### src/inc/racs_params.svh
`ifndef RACS_PARAMS_SVH
`define RACS_PARAMS_SVH

// Order command codes.
`define RACS_CMD_RD_IO 8'h00
`define RACS_CMD_WR_IO 8'h01
`define RACS_CMD_UPD_IO 8'h02
`define RACS_CMD_OR_IO 8'h03
`define RACS_CMD_AND_IO 8'h04
`define RACS_CMD_XOR_IO 8'h05
`define RACS_CMD_RD_MEM 8'h06
`define RACS_CMD_WR_MEM 8'h07
`define RACS_CMD_DNLOAD 8'h08
`define RACS_CMD_UPLOAD 8'h09
`define RACS_CMD_GET_FN 8'h0A
`define RACS_CMD_PROTECT 8'h0B
`define RACS_CMD_RESET 8'h0C

// Reply status codes.
`define RACS_ST_OK 8'h00
`define RACS_ST_BAD_CMD 8'h01
`define RACS_ST_BAD_CNT 8'h02
`define RACS_ST_PROT 8'h03
`define RACS_ST_BAD_ADDR 8'h04

// Locations per order and sizes.
`define RACS_MAX_LOC 6
`define RACS_FN_COUNT 8
`define RACS_RAM_DEPTH 192

// Jumper field positions.
`define RACS_JMP_MODE_BIT 0
`define RACS_JMP_RATE_BIT 1
`define RACS_JMP_NODE_LSB 2
`define RACS_JMP_NODE_MSB 9

// Power-up test pattern and timing.
`define RACS_DIAG_PATTERN 8'hA5
`define RACS_CLK_MHZ 250
`define RACS_DIAG_SHOW_US 1000

`endif

### src/inc/racs_pkg.sv
package racs_pkg;

   typedef enum logic [3:0] {
      S_DIAG_WR = 4'h0,
      S_DIAG_RD = 4'h1,
      S_DIAG_WT = 4'h2,
      S_DIAG_CHK = 4'h3,
      S_SHOW = 4'h4,
      S_IDLE = 4'h5,
      S_ISSUE = 4'h6,
      S_WAIT = 4'h7,
      S_CAP = 4'h8,
      S_NEXT = 4'h9,
      S_REPLY = 4'hA
   } racs_state_e;

   typedef enum logic [1:0] {
      RATE_2400K = 2'h0,
      RATE_375K = 2'h1,
      RATE_62K5 = 2'h2
   } racs_rate_e;

   typedef struct packed {
      logic [7:0] cmd;
      logic [2:0] cnt;
      logic [5:0][15:0] addr;
      logic [5:0][7:0] data;
   } racs_order_s;

   typedef struct packed {
      logic [7:0] status;
      logic [3:0] cnt;
      logic [7:0][7:0] data;
   } racs_reply_s;

   typedef struct packed {
      logic rd;
      logic wr;
      logic mem;
      logic [15:0] addr;
      logic [7:0] wdata;
   } racs_ext_s;

   typedef struct packed {
      logic self_clocked;
      racs_rate_e rate;
      logic [7:0] node;
   } racs_cfg_s;

endpackage : racs_pkg

### src/hw/racs_ram.sv
`timescale 1ns/1ns
module racs_ram #(
   parameter int DEPTH = 192,
   parameter int AW = 8,
   parameter int DW = 8
) (
   input wire logic clk_in, // Clock.
   input wire logic rst_n_in, // Synchronous reset, active low.
   input wire logic we_in, // Write strobe.
   input wire logic re_in, // Read strobe.
   input wire logic [AW-1:0] addr_in, // Byte address.
   input wire logic [DW-1:0] wdata_in, // Write data.
   output logic [DW-1:0] rdata_out // Read data, one cycle after re_in.
);
   logic [DW-1:0] mem_q [DEPTH];
   logic [DW-1:0] rdata_d;

   always_comb begin
      rdata_d = rdata_out;
      if (re_in) begin
         rdata_d = mem_q[addr_in];
      end
   end

   always_ff @(posedge clk_in) begin
      if (we_in) begin
         mem_q[addr_in] <= wdata_in;
      end
      if (!rst_n_in) begin
         rdata_out <= '0;
      end else begin
         rdata_out <= rdata_d;
      end
   end
endmodule : racs_ram

### src/hw/racs_engine.sv
// Notes on behaviour
// Read-I/O reads each addressed external I/O location and returns the value.
// Write-I/O stores the supplied byte into each addressed external I/O location.
// Update-I/O writes the byte, reads the location back, returns the read value.
// OR, AND, XOR I/O combine data with location content and return result.
// Read-internal-memory fetches on-chip data RAM locations and returns them.
// Write-internal-memory stores supplied data into on-chip data RAM locations.
// Download writes supplied data into external memory from the starting location.
// Upload reads external memory from the starting location and returns the data.
// Get-functions replies with the eight function identification codes.
// Protect order suspends or resumes the remote access service.
// Reset-device order returns operating state to its post-initialization condition.
// An order names one to six locations; every named location is acted on.
// Internal memory addresses given must lie within the 192-byte data RAM.
// Bus mode, rate and node address come from jumpers.
// Power-up diagnostics signal controller or external bus failure on the LEDs.
// After diagnostics the LEDs are released to user control.
// An unrecognised command code yields an error status in the reply.
`timescale 1ns/1ns
`include "racs_params.svh"
module racs_engine #(
   parameter int unsigned DIAG_SHOW_CYC = `RACS_DIAG_SHOW_US * `RACS_CLK_MHZ
) (
   input wire logic clk_in, // 250 MHz clock.
   input wire logic rst_n_in, // Synchronous reset, active low.
   input wire logic order_valid_in, // Order offered.
   input wire racs_pkg::racs_order_s order_in, // Order contents.
   output logic order_ready_out, // Engine idle and able to take an order.
   output logic reply_valid_out, // One-cycle reply strobe.
   output racs_pkg::racs_reply_s reply_out, // Reply, held until the next order.
   output racs_pkg::racs_ext_s ext_out, // External I/O and memory request.
   input wire logic [7:0] ext_rdata_in, // Read data, one cycle after ext_out.rd.
   input wire logic [7:0][7:0] fn_id_in, // Function codes of running tasks.
   input wire logic [9:0] jumper_in, // Jumper pins.
   input wire logic ext_fault_in, // External bus fault pin.
   input wire logic [1:0] user_led_in, // User LED levels after diagnostics.
   output logic [1:0] led_out, // Indicator LEDs, high is lit.
   output racs_pkg::racs_cfg_s cfg_out // Bus mode, rate and node address.
);
   import racs_pkg::*;

   racs_state_e st_q, st_d;
   racs_order_s ord_q, ord_d;
   racs_reply_s rpl_d;
   racs_ext_s ext_d;
   racs_cfg_s cfg_d;
   logic [2:0] idx_q, idx_d;
   logic ph_q, ph_d;
   logic prot_q, prot_d;
   logic rdy_d, rvld_d;
   logic [1:0] led_d;
   logic [31:0] show_q, show_d;
   logic ram_we_q, ram_we_d, ram_re_q, ram_re_d;
   logic [7:0] ram_a_q, ram_a_d, ram_wd_q, ram_wd_d, ram_rd;
   logic [9:0] jmp1_q, jmp2_q;
   logic flt1_q, flt2_q;
   logic [15:0] cur_addr;
   logic [7:0] cur_data, rd_val, comb_val;
   logic blk_op, int_op;

   racs_ram #(
      .DEPTH(`RACS_RAM_DEPTH),
      .AW(8),
      .DW(8)
   ) u_ram (
      .clk_in(clk_in),
      .rst_n_in(rst_n_in),
      .we_in(ram_we_q),
      .re_in(ram_re_q),
      .addr_in(ram_a_q),
      .wdata_in(ram_wd_q),
      .rdata_out(ram_rd)
   );

   // Pins from outside the clock domain pass two flip-flops first.
   always_ff @(posedge clk_in) begin
      if (!rst_n_in) begin
         jmp1_q <= '0;
         jmp2_q <= '0;
         flt1_q <= 1'b0;
         flt2_q <= 1'b0;
      end else begin
         jmp1_q <= jumper_in;
         jmp2_q <= jmp1_q;
         flt1_q <= ext_fault_in;
         flt2_q <= flt1_q;
      end
   end

   always_comb begin
      blk_op = (ord_q.cmd == `RACS_CMD_DNLOAD) || (ord_q.cmd == `RACS_CMD_UPLOAD);
      int_op = (ord_q.cmd == `RACS_CMD_RD_MEM) || (ord_q.cmd == `RACS_CMD_WR_MEM);
      // block start
      cur_addr = blk_op ? ord_q.addr[0] + 16'(idx_q) : ord_q.addr[idx_q];
      cur_data = ord_q.data[idx_q];
      rd_val = int_op ? ram_rd : ext_rdata_in;
      // logic combine
      case (ord_q.cmd)
         `RACS_CMD_OR_IO: comb_val = rd_val | cur_data;
         `RACS_CMD_AND_IO: comb_val = rd_val & cur_data;
         `RACS_CMD_XOR_IO: comb_val = rd_val ^ cur_data;
         default: comb_val = rd_val;
      endcase
   end

   always_comb begin
      st_d = st_q;
      ord_d = ord_q;
      rpl_d = reply_out;
      ext_d = '0;
      cfg_d = cfg_out;
      idx_d = idx_q;
      ph_d = ph_q;
      prot_d = prot_q;
      rvld_d = 1'b0;
      led_d = led_out;
      show_d = show_q;
      ram_we_d = 1'b0;
      ram_re_d = 1'b0;
      ram_a_d = ram_a_q;
      ram_wd_d = ram_wd_q;
      // LEDs released
      if (st_q inside {S_IDLE, S_ISSUE, S_WAIT, S_CAP, S_NEXT, S_REPLY}) begin
         led_d = user_led_in;
      end
      case (st_q)
         S_DIAG_WR: begin
            led_d = 2'h3;
            ram_we_d = 1'b1;
            ram_a_d = 8'h00;
            ram_wd_d = `RACS_DIAG_PATTERN;
            st_d = S_DIAG_RD;
         end
         S_DIAG_RD: begin
            ram_re_d = 1'b1;
            st_d = S_DIAG_WT;
         end
         S_DIAG_WT: begin
            st_d = S_DIAG_CHK;
         end
         S_DIAG_CHK: begin
            // failure shown
            led_d = {ram_rd != `RACS_DIAG_PATTERN, flt2_q};
            // jumper capture
            cfg_d.self_clocked = jmp2_q[`RACS_JMP_MODE_BIT];
            cfg_d.rate = !jmp2_q[`RACS_JMP_MODE_BIT] ? RATE_2400K :
                         jmp2_q[`RACS_JMP_RATE_BIT] ? RATE_62K5 : RATE_375K;
            cfg_d.node = jmp2_q[`RACS_JMP_NODE_MSB:`RACS_JMP_NODE_LSB];
            show_d = '0;
            st_d = S_SHOW;
         end
         S_SHOW: begin
            show_d = show_q + 32'h1;
            if (show_q >= DIAG_SHOW_CYC - 1) begin
               st_d = S_IDLE;
            end
         end
         S_IDLE: begin
            if (order_valid_in && order_ready_out) begin
               ord_d = order_in;
               idx_d = '0;
               ph_d = 1'b0;
               rpl_d = '0;
               rpl_d.status = `RACS_ST_OK;
               st_d = S_REPLY;
               case (order_in.cmd)
                  // reset device
                  `RACS_CMD_RESET: prot_d = 1'b0;
                  // protect switch
                  `RACS_CMD_PROTECT: prot_d = order_in.data[0][0];
                  `RACS_CMD_GET_FN: begin
                     if (prot_q) begin
                        rpl_d.status = `RACS_ST_PROT;
                     end else begin
                        // function list
                        rpl_d.data = fn_id_in;
                        rpl_d.cnt = 4'(`RACS_FN_COUNT);
                     end
                  end
                  `RACS_CMD_RD_IO, `RACS_CMD_WR_IO, `RACS_CMD_UPD_IO, `RACS_CMD_OR_IO,
                  `RACS_CMD_AND_IO, `RACS_CMD_XOR_IO, `RACS_CMD_RD_MEM, `RACS_CMD_WR_MEM,
                  `RACS_CMD_DNLOAD, `RACS_CMD_UPLOAD: begin
                     // location count
                     if (order_in.cnt == 3'h0 || order_in.cnt > 3'(`RACS_MAX_LOC)) begin
                        rpl_d.status = `RACS_ST_BAD_CNT;
                     // service suspended
                     end else if (prot_q) begin
                        rpl_d.status = `RACS_ST_PROT;
                     end else begin
                        rpl_d.cnt = {1'b0, order_in.cnt};
                        st_d = S_ISSUE;
                     end
                  end
                  // unknown command
                  default: rpl_d.status = `RACS_ST_BAD_CMD;
               endcase
            end
         end
         S_ISSUE: begin
            ext_d.addr = cur_addr;
            ext_d.mem = blk_op;
            ram_a_d = cur_addr[7:0];
            st_d = S_WAIT;
            case (ord_q.cmd)
               // write I/O
               `RACS_CMD_WR_IO: begin
                  ext_d.wr = 1'b1;
                  ext_d.wdata = cur_data;
                  st_d = S_NEXT;
               end
               // write then read
               `RACS_CMD_UPD_IO: begin
                  ext_d.wr = !ph_q;
                  ext_d.rd = ph_q;
                  ext_d.wdata = cur_data;
                  ph_d = 1'b1;
                  st_d = ph_q ? S_WAIT : S_ISSUE;
               end
               `RACS_CMD_OR_IO, `RACS_CMD_AND_IO, `RACS_CMD_XOR_IO: begin
                  ext_d.rd = !ph_q;
                  ext_d.wr = ph_q;
                  ext_d.wdata = reply_out.data[idx_q];
                  st_d = ph_q ? S_NEXT : S_WAIT;
               end
               `RACS_CMD_RD_MEM, `RACS_CMD_WR_MEM: begin
                  // address range
                  if (cur_addr >= 16'(`RACS_RAM_DEPTH)) begin
                     rpl_d.status = `RACS_ST_BAD_ADDR;
                     st_d = S_NEXT;
                  // internal write
                  end else if (ord_q.cmd == `RACS_CMD_WR_MEM) begin
                     ram_we_d = 1'b1;
                     ram_wd_d = cur_data;
                     st_d = S_NEXT;
                  // internal read
                  end else begin
                     ram_re_d = 1'b1;
                  end
               end
               // download write
               `RACS_CMD_DNLOAD: begin
                  ext_d.wr = 1'b1;
                  ext_d.wdata = cur_data;
                  st_d = S_NEXT;
               end
               // R08 reads
               default: ext_d.rd = 1'b1;
            endcase
         end
         S_WAIT: begin
            st_d = S_CAP;
         end
         S_CAP: begin
            // result
            rpl_d.data[idx_q] = comb_val;
            if (ord_q.cmd inside {`RACS_CMD_OR_IO, `RACS_CMD_AND_IO, `RACS_CMD_XOR_IO} && !ph_q) begin
               ph_d = 1'b1;
               st_d = S_ISSUE;
            end else begin
               st_d = S_NEXT;
            end
         end
         S_NEXT: begin
            // every location
            if (idx_q == ord_q.cnt - 3'h1) begin
               st_d = S_REPLY;
            end else begin
               idx_d = idx_q + 3'h1;
               ph_d = 1'b0;
               st_d = S_ISSUE;
            end
         end
         S_REPLY: begin
            rvld_d = 1'b1;
            st_d = S_IDLE;
         end
         default: st_d = S_IDLE;
      endcase
      rdy_d = (st_d == S_IDLE) && !(st_q == S_IDLE && order_valid_in && order_ready_out);
   end

   always_ff @(posedge clk_in) begin
      if (!rst_n_in) begin
         st_q <= S_DIAG_WR;
         ord_q <= '0;
         reply_out <= '0;
         reply_valid_out <= 1'b0;
         order_ready_out <= 1'b0;
         ext_out <= '0;
         cfg_out <= '0;
         idx_q <= '0;
         ph_q <= 1'b0;
         prot_q <= 1'b0;
         led_out <= 2'h3;
         show_q <= '0;
         ram_we_q <= 1'b0;
         ram_re_q <= 1'b0;
         ram_a_q <= '0;
         ram_wd_q <= '0;
      end else begin
         st_q <= st_d;
         ord_q <= ord_d;
         reply_out <= rpl_d;
         reply_valid_out <= rvld_d;
         order_ready_out <= rdy_d;
         ext_out <= ext_d;
         cfg_out <= cfg_d;
         idx_q <= idx_d;
         ph_q <= ph_d;
         prot_q <= prot_d;
         led_out <= led_d;
         show_q <= show_d;
         ram_we_q <= ram_we_d;
         ram_re_q <= ram_re_d;
         ram_a_q <= ram_a_d;
         ram_wd_q <= ram_wd_d;
      end
   end
endmodule : racs_engine

### config.mk
export PLATFORM = sky130hd
export DESIGN_NAME = racs_engine
export DESIGN_NICKNAME = d
export VERILOG_FILES = /design/src/inc/racs_pkg.sv /design/src/hw/racs_ram.sv /design/src/hw/racs_engine.sv
export VERILOG_INCLUDE_DIRS = /design/src /design/src/inc
export SDC_FILE = /design/constraint.sdc
export NUM_CORES = 2
export LEC_CHECK = 0
export BUFFER_PORTS_ARGS = -buffer_cell sky130_fd_sc_hd__buf_2
export CAP_MARGIN = 20
export CORE_ASPECT_RATIO = 0.75
export CORE_UTILIZATION = 50
export DETAILED_ROUTE_END_ITERATION = 8
export PLACE_DENSITY = 0.7
export SYNTH_ARGS = -nofsm -noshare
export SYNTH_HDL_FRONTEND = slang
export SYNTH_SLANG_ARGS = --single-unit
### constraint.sdc
create_clock -name clk_in -period 3.8 [get_ports clk_in]
set_input_delay 0.38 -clock clk_in [delete_from_list [all_inputs] [get_ports clk_in]]
set_output_delay 0.38 -clock clk_in [all_outputs]
set_load 0.03 [all_outputs]
# Word-level counts from Yosys, hierarchy flattened
# Memory sizes are Yosys's and may differ from the RTL's. A register that Yosys moved wholly into a read port is not among the register bits.
# Cells that the tools add are included.
# Widths: inputs -> output; s select.
totals:
  reg_bits: 354
  latchBits: 0
  ramBits: 1536
  rom_bits: 0
  input_bits: 243
  out_inout_bits: 118
  word_cells: 214
  n_memories: 1
mem_list:
  columns: ["name", "words", "word_bits", "rd", "rd_ports_with_merged_regs", "wr", "line", "source"]
  rows:
  - ["u_ram.mem_q", 192, 8, 1, 1, 1, "racs_ram.sv:15", "logic [DW-1:0] mem_q [DEPTH];"]
classes:
  add_sub_neg: 4
  mul: 0
  n_div: 0
  magnitude_cmp: 5
  n_eq_ne: 42
  n_shift: 0
  mux: 71
  bitwise_logic: 3
  reduce_logical: 40
op_table:
  columns: ["op", "count"]
  rows:
  - ["$pmux 64 s2", 1]
  - ["$mux 76", 1]
  - ["$mux 8", 9]
  - ["$mux 68", 1]
  - ["$bwmux 64", 1]
  - ["$eq 8x3->1 const B", 8]
  - ["$mux 64", 1]
  - ["$pmux 32 s2", 1]
  - ["$pmux 8 s2", 4]
  - ["$eq 8x4->1 const B", 7]
  - ["$bmux 16 s3", 1]
  - ["$bmux 8 s3", 2]
  - ["$pmux 8 s3", 2]
  - ["$mux 4", 10]
  - ["$pmux 4 s10", 1]
  - ["$add 32x1->32 const B", 1]
  - ["$eq 8x2->1 const B", 4]
  - ["$ge 32x18->1 const B", 1]
  - ["$mux 16", 2]
  - ["$demux 8 s3", 1]
  - ["$eq 4x3->1 const B", 5]
  - ["$add 16x3->16", 1]
  - ["$eq 8x1->1 const B", 2]
  - ["$ge 16x8->1 const B", 1]
  - ["other kinds (43)", 97]

# Longest topological paths before layout
logic_depth:
  ltp_word: 9
  ltp_mapped: 16
  ltp_nobuf: 11

# Hierarchy
# From an unflattened synthesis, not the netlist that was laid out.
unflattened:
  hier_cells: 4907
  hier_area_um2: 76691.1
by_module_without_submodules:
  columns: ["module", "instances", "cells_per_inst", "area_per_inst_um2", "seq_area_each_um2"]
  rows:
  - ["racs_ram", 1, 2834, 60321.6, 46284.4]
  - ["racs_engine", 1, 2073, 16369.4, 6986.7]

# Worst setup path after synthesis
# No wires, ideal clock.
synth_timing:
  path_kind: "reg2reg"
  start: "register idx_q[1]"
  end: "register reply_out[12] (netlist bit)"
  setup_ns: 0.116
  t_arrival_ns: 3.768
  required_time_ns: 3.684
  slack_ns: -0.084
  path_stages_with_launch: 16
  path_buffers: 6
  period_less_slack_ns: 3.884
  path_cell_list: "dfxtp_1 -> buf_2 -> buf_2 -> buf_1 -> clkbuf_1 -> clkbuf_1 -> clkbuf_1 -> nand3_1 -> o221ai_1 -> inv_1 -> ha_1 -> mux2_2 -> a221oi_1 -> a31oi_1 -> a21oi_1 -> nor2_1"
synth_via:
  elab_chain_len: 6
  elab_cells_between_ends: 13
synth_rtl:
  columns: ["item", "line", "source"]
  rows:
  - ["start: declaration", "racs_engine.sv:47", "logic [2:0] idx_q, idx_d;"]
  - ["start signal: assignment", "racs_engine.sv:308", "idx_q <= idx_d;"]
  - ["$lt 3x4->1 (not written as such) (tied with other cells)", "racs_engine.sv:255", "rpl_d.data[idx_q] = comb_val;"]
  - ["$logic_and 1x1->1 (not written as such) or $mux 8 (tied branches)", "racs_engine.sv:255, racs_engine.sv:95", null]
  - ["$mux 8 (not written as such) (tied with other cells)", "racs_engine.sv:255", null]
  - ["$demux 8 s3 or $pmux 8 s3 (tied branches)", "racs_engine.sv:255, racs_engine.sv:98", null]
  - ["$bwmux 64 *", "racs_engine.sv:255", null]
  - ["$pmux 64 s2 *", "racs_engine.sv:126", "case (st_q)"]
  - ["end signal: assignment", "racs_engine.sv:303", "reply_out <= rpl_d;"]
  - ["end: declaration", "racs_engine.sv:30", "output racs_pkg::racs_reply_s reply_out,"]
# Every way passes the cells marked *; elsewhere a longest branch is shown, timed or not. The select of a mux whose other input is x is not followed.
# A chain may end at the register's enable or synchronous reset.

==> results_dict.tcl <==
set metrics [dict create \
    status "finished clean" \
    drt.antenna.violating_nets 0 \
    critPathMaxStageDelay_ps 780 \
    detailedRoute.firstPassIterationCount 6 \
    yosys-top-cells-count "sky130_fd_sc_hd__edfxtp_1 (1,536), sky130_fd_sc_hd__nand2_1 (515), sky130_fd_sc_hd__mux4_2 (476), sky130_fd_sc_hd__dfxtp_1 (357), sky130_fd_sc_hd__a21oi_1 (303)" \
    final_period_minus_worst_setup_slack_ps 3723 \
    synth-seq-cells 1893 \
    clockRootBuffer "sky130_fd_sc_hd__clkbuf_16" \
    grt_start_max_net_pins 171 \
    die_width_um 452.1 \
    power.share.sequential_pct 55.0 \
    synth.most_common_cell "sky130_fd_sc_hd__edfxtp_1" \
    core_region_area_um2 150400 \
    die_extent_in_y_um 339.6 \
    final_cells 7576 \
    worstSetupStartpoint "ram_a_q[0]$_SDFFE_PN0N_" \
    aggregate_negative_setup_slack_ps 0 \
    place.gp.congestion 0.9555 \
    tritoncts "done" \
    synth.top_cells.by_area "sky130_fd_sc_hd__edfxtp_1 (61%), sky130_fd_sc_hd__mux4_2 (14%), sky130_fd_sc_hd__dfxtp_1 (9.4%)" \
    synth.cell_area_um2 75990 \
    cp_cell_sequence "buf_4 > mux4_2 > mux4_2 > o21ai_0 > nand4_1 > a21oi_1 > nor2_1" \
    critical-path-slowest-cell "sky130_fd_sc_hd__dfxtp_4" \
    setup.worst_path.start_class "flip-flop" \
    power.combinational.fraction_pct 5.1 \
    p_clk_share_pct 39.9 \
    crit-reg2reg-capture "u_ram.rdata_out[0]$_SDFFE_PN0P_" \
    maxCapViolations 0 \
    depth_of_the_worst_register_to_register_path 7 \
    path_max_fanout 20 \
    final_hpwl_dp_mm 134.6 \
    timing.setup.critical_path_class "flip-flop to flip-flop" \
    wire_length_after_detailed_routing_mm 211.2 \
    per_instance_average_area_after_synthesis_um2 16.29 \
    dpl.cell_count 7014 \
    clock_insertion_delay_worst_skew_ps 830 \
    ys_warn_count 0 \
    start_util_pct 50.54 \
    final-hold-violation-count 0 \
    clock_sink_count 1893 \
    clkTransAtPathRegs_ps 70 \
    dr.first_iter.drc_count 6782 \
    synth_edf_count 1536 \
    number_of_pins_with_negative_max_slew_slack_in_the_final_report 0 \
    route.vias.total 47530 \
    synth-async-reset-ratio_pct 0 \
    grt_setup_unrepaired "no" \
    design.die.area_um2 153500 \
    pin_count 361 \
    grt_pass1_wl_mm 307.6 \
    synth_seq_area_share_pct 70.11 \
    internal_power_w 0.03386 \
    global_route.overflow_total 0 \
    path_delay_family "multiplexers" \
    drcViolationCount 0 \
    count_of_standard_cell_rows 123 \
    clock_tree.buffer_depth 3 \
    timing.reg2reg.setup_slack_ps 80 \
    finalSetupViolations 0 \
    critical_path_buf_inv_count 1 \
    slew_at_the_pin_closest_to_its_max_slew_limit_ps 1266 \
    cpMostUsedCell "sky130_fd_sc_hd__mux4_2" \
    max_clock_freq_ghz 0.2686 \
    worst_setup_path_end_kind "flip-flop" \
    start_of_the_worst_register_to_register_path "ram_a_q[0]$_SDFFE_PN0N_" \
    synth.lib_cells_used.distinct 79 \
    synthToLayoutAreaGrowth_pct 18.13 \
    yosysTopAreaCell "sky130_fd_sc_hd__edfxtp_1" \
    required_ps 4520 \
    power.density_nw_per_um2 489.2 \
    grt_pass1_vias 45810 \
    viasPerCell 6.274 \
    setup.worst_path.end "u_ram.rdata_out[0]$_SDFFE_PN0P_" \
    synth_cells 4665 \
    buffer_ports.inserted 355 \
    path_depth 7 \
    ys.flop_type "sky130_fd_sc_hd__edfxtp_1" \
    detail_route.wl_per_cell_um 27.88 \
    vdd_drop_max_v 0.0004870 \
    grt.total_usage_pct 27.22 \
    final_net_count 5686 \
    ctsHtreeMaxLevel 4 \
    min-delay-path-class "input port to flip-flop" \
    timing.slew.headroom_pct 15.57 \
    netlist.area_leader.share_pct 60.70 \
    timing.critical_path.arrival_ps 4440 \
    timing.clock.skew_ps 27.21 \
    power.static_leakage_nw 27.47 \
    number_of_antenna_violations_at_the_first_check_in_global_routing 19 \
    cts_inserted_buffers 173 \
    swShare_pct 22.88 \
    p_sw_w 0.01005 \
    final_layout_size_suffix_gt1_share_pct 26.14 \
    min_period_over_period_pct 97.98 \
]
sequential cells by signal, summed over array words and instances (netlist names), 2 cells and up:
name	cells
ext_out	27
ord_q	155
idx_q	3
show_q	32
st_q	4
jmp1_q	10
cfg_out	11
reply_out	71
ram_wd_q	8
u_ram.rdata_out	8
ram_a_q	8
u_ram.mem_q	1536
led_out	2
jmp2_q	10
power by group through the flow:
stage	registers, W	logic (W)	clock network, W
3_5_place_dp	0.0246	0.00199	0
4_1_cts	0.0242	0.00219	0.0177
2_1_floorplan	0.0248	0.000700	0
6_report	0.0242	0.00223	0.0175
3_3_place_gp	0.0246	0.00193	0
5_1_grt	0.0242	0.00238	0.0184
layout make-up:
cell class / count / area [um2]
antenna: 13 / 32.53
clock buffer: 223 / 4648
clock inverter: 95 / 998.5
fill: 10850 / 60590
inverter: 37 / 143.9
multi-input combinational: 2426 / 21350
sequential: 1893 / 53320
tap: 2000 / 2502
timing repair buffer: 889 / 6769
worst min-delay path, stage by stage:
cell	delay [ps]
sky130_fd_sc_hd__buf_2	90
sky130_fd_sc_hd__and3_1	140
sky130_fd_sc_hd__a211oi_1	40
sky130_fd_sc_hd__a211oi_1	190
metal layers:
| layer | GRT usage (%) | share of wire, % | vias up |
|---|---|---|---|
| met5 | 0 | 0.034 | - |
| met4 | 9.746 | 3.6 | 10 |
| met3 | 6.905 | 12 | 540 |
| met2 | 38.52 | 44 | 2985 |
| met1 | 40.89 | 41 | 24220 |
| li1 | - | - | 19780 |
per-stage QoR:
stage               setup slack (ps)  power (W)  hold slack (ps)  area [um2]  utilization [%]
detailed placement             67.99    0.02661            417.9       81750            54.37
global route                   23.06    0.04499            84.77       89750            59.69
CTS                            25.13    0.04405            28.72       89690            59.65
finish                         76.89    0.04391            81.08       89760            59.70
global placement              -320.0    0.02651            414.7       81740            54.37
floorplan                      28.10    0.02549            411.9       76010                -
cells in the final DEF (no fill, tap or decap), types with 13 or more instances in the layout:
| cell type | instances |
|---|---|
| sky130_fd_sc_hd__clkbuf_16 | 174 |
| sky130_fd_sc_hd__mux2_2 | 30 |
| sky130_fd_sc_hd__o21ai_0 | 138 |
| sky130_fd_sc_hd__mux4_2 | 476 |
| sky130_fd_sc_hd__mux2i_1 | 104 |
| sky130_fd_sc_hd__clkinv_1 | 32 |
| sky130_fd_sc_hd__and3_1 | 16 |
| sky130_fd_sc_hd__ha_1 | 22 |
| sky130_fd_sc_hd__nor3_1 | 46 |
| sky130_fd_sc_hd__dfxtp_1 | 341 |
| sky130_fd_sc_hd__diode_2 | 13 |
| sky130_fd_sc_hd__clkinv_2 | 28 |
| sky130_fd_sc_hd__and2_1 | 33 |
| sky130_fd_sc_hd__inv_1 | 34 |
| sky130_fd_sc_hd__edfxtp_1 | 1536 |
| sky130_fd_sc_hd__buf_2 | 354 |
| sky130_fd_sc_hd__dlygate4sd3_1 | 229 |
| sky130_fd_sc_hd__bufinv_16 | 14 |
| sky130_fd_sc_hd__a211oi_1 | 25 |
| sky130_fd_sc_hd__o221ai_1 | 13 |
| sky130_fd_sc_hd__dfxtp_4 | 13 |
| sky130_fd_sc_hd__clkbuf_1 | 38 |
| sky130_fd_sc_hd__nand4_1 | 17 |
| sky130_fd_sc_hd__nor2_1 | 294 |
| sky130_fd_sc_hd__nand2b_1 | 21 |
| sky130_fd_sc_hd__o22ai_1 | 20 |
| sky130_fd_sc_hd__a32oi_1 | 22 |
| sky130_fd_sc_hd__o211ai_1 | 13 |
| sky130_fd_sc_hd__a21oi_1 | 303 |
| sky130_fd_sc_hd__nand2_1 | 515 |
| sky130_fd_sc_hd__a31oi_1 | 15 |
| sky130_fd_sc_hd__nor2b_1 | 30 |
| sky130_fd_sc_hd__buf_12 | 31 |
| sky130_fd_sc_hd__nand3_1 | 90 |
| sky130_fd_sc_hd__a22oi_1 | 18 |
| sky130_fd_sc_hd__buf_4 | 272 |
how the worst min path moves through the flow:
stage	to	startpoint	slack, ps	cells after the start
2_1_floorplan	flt2_q$_SDFF_PN0_	flt1_q$_SDFF_PN0_	410	1
3_3_place_gp	jmp2_q[3]$_SDFF_PN0_	jmp1_q[3]$_SDFF_PN0_	410	1
3_5_place_dp	jmp2_q[8]$_SDFF_PN0_	jmp1_q[8]$_SDFF_PN0_	420	1
4_1_cts	reply_out[5]$_SDFFE_PN0P_	fn_id_in[5]	30	4
5_1_grt	ph_q$_SDFFE_PN0P_	rst_n_in	80	3
6_report	reply_out[5]$_SDFFE_PN0P_	fn_id_in[5]	80	4
cells by family after synthesis:
family	Yosys count	share of synthesized area, %
DFF	1893	70.11
buffers and inverters	350	1.869
xor gates and xnor gates	14	0.1614
adders and majority gates	23	0.3886
and+or+nand+nor	1128	6.491
other	1	0.004935
AOI/OAI and AO/OA	643	5.006
muxes	613	15.97
what timing repair did:
action	in CTS	in global routing
endpoints found under the hold margin	233	0
endpoints found under the setup margin	0	16
hold buffers	229	0
resized for setup	0	3
setup buffers	0	1
Power figures use the tool's default switching activity.
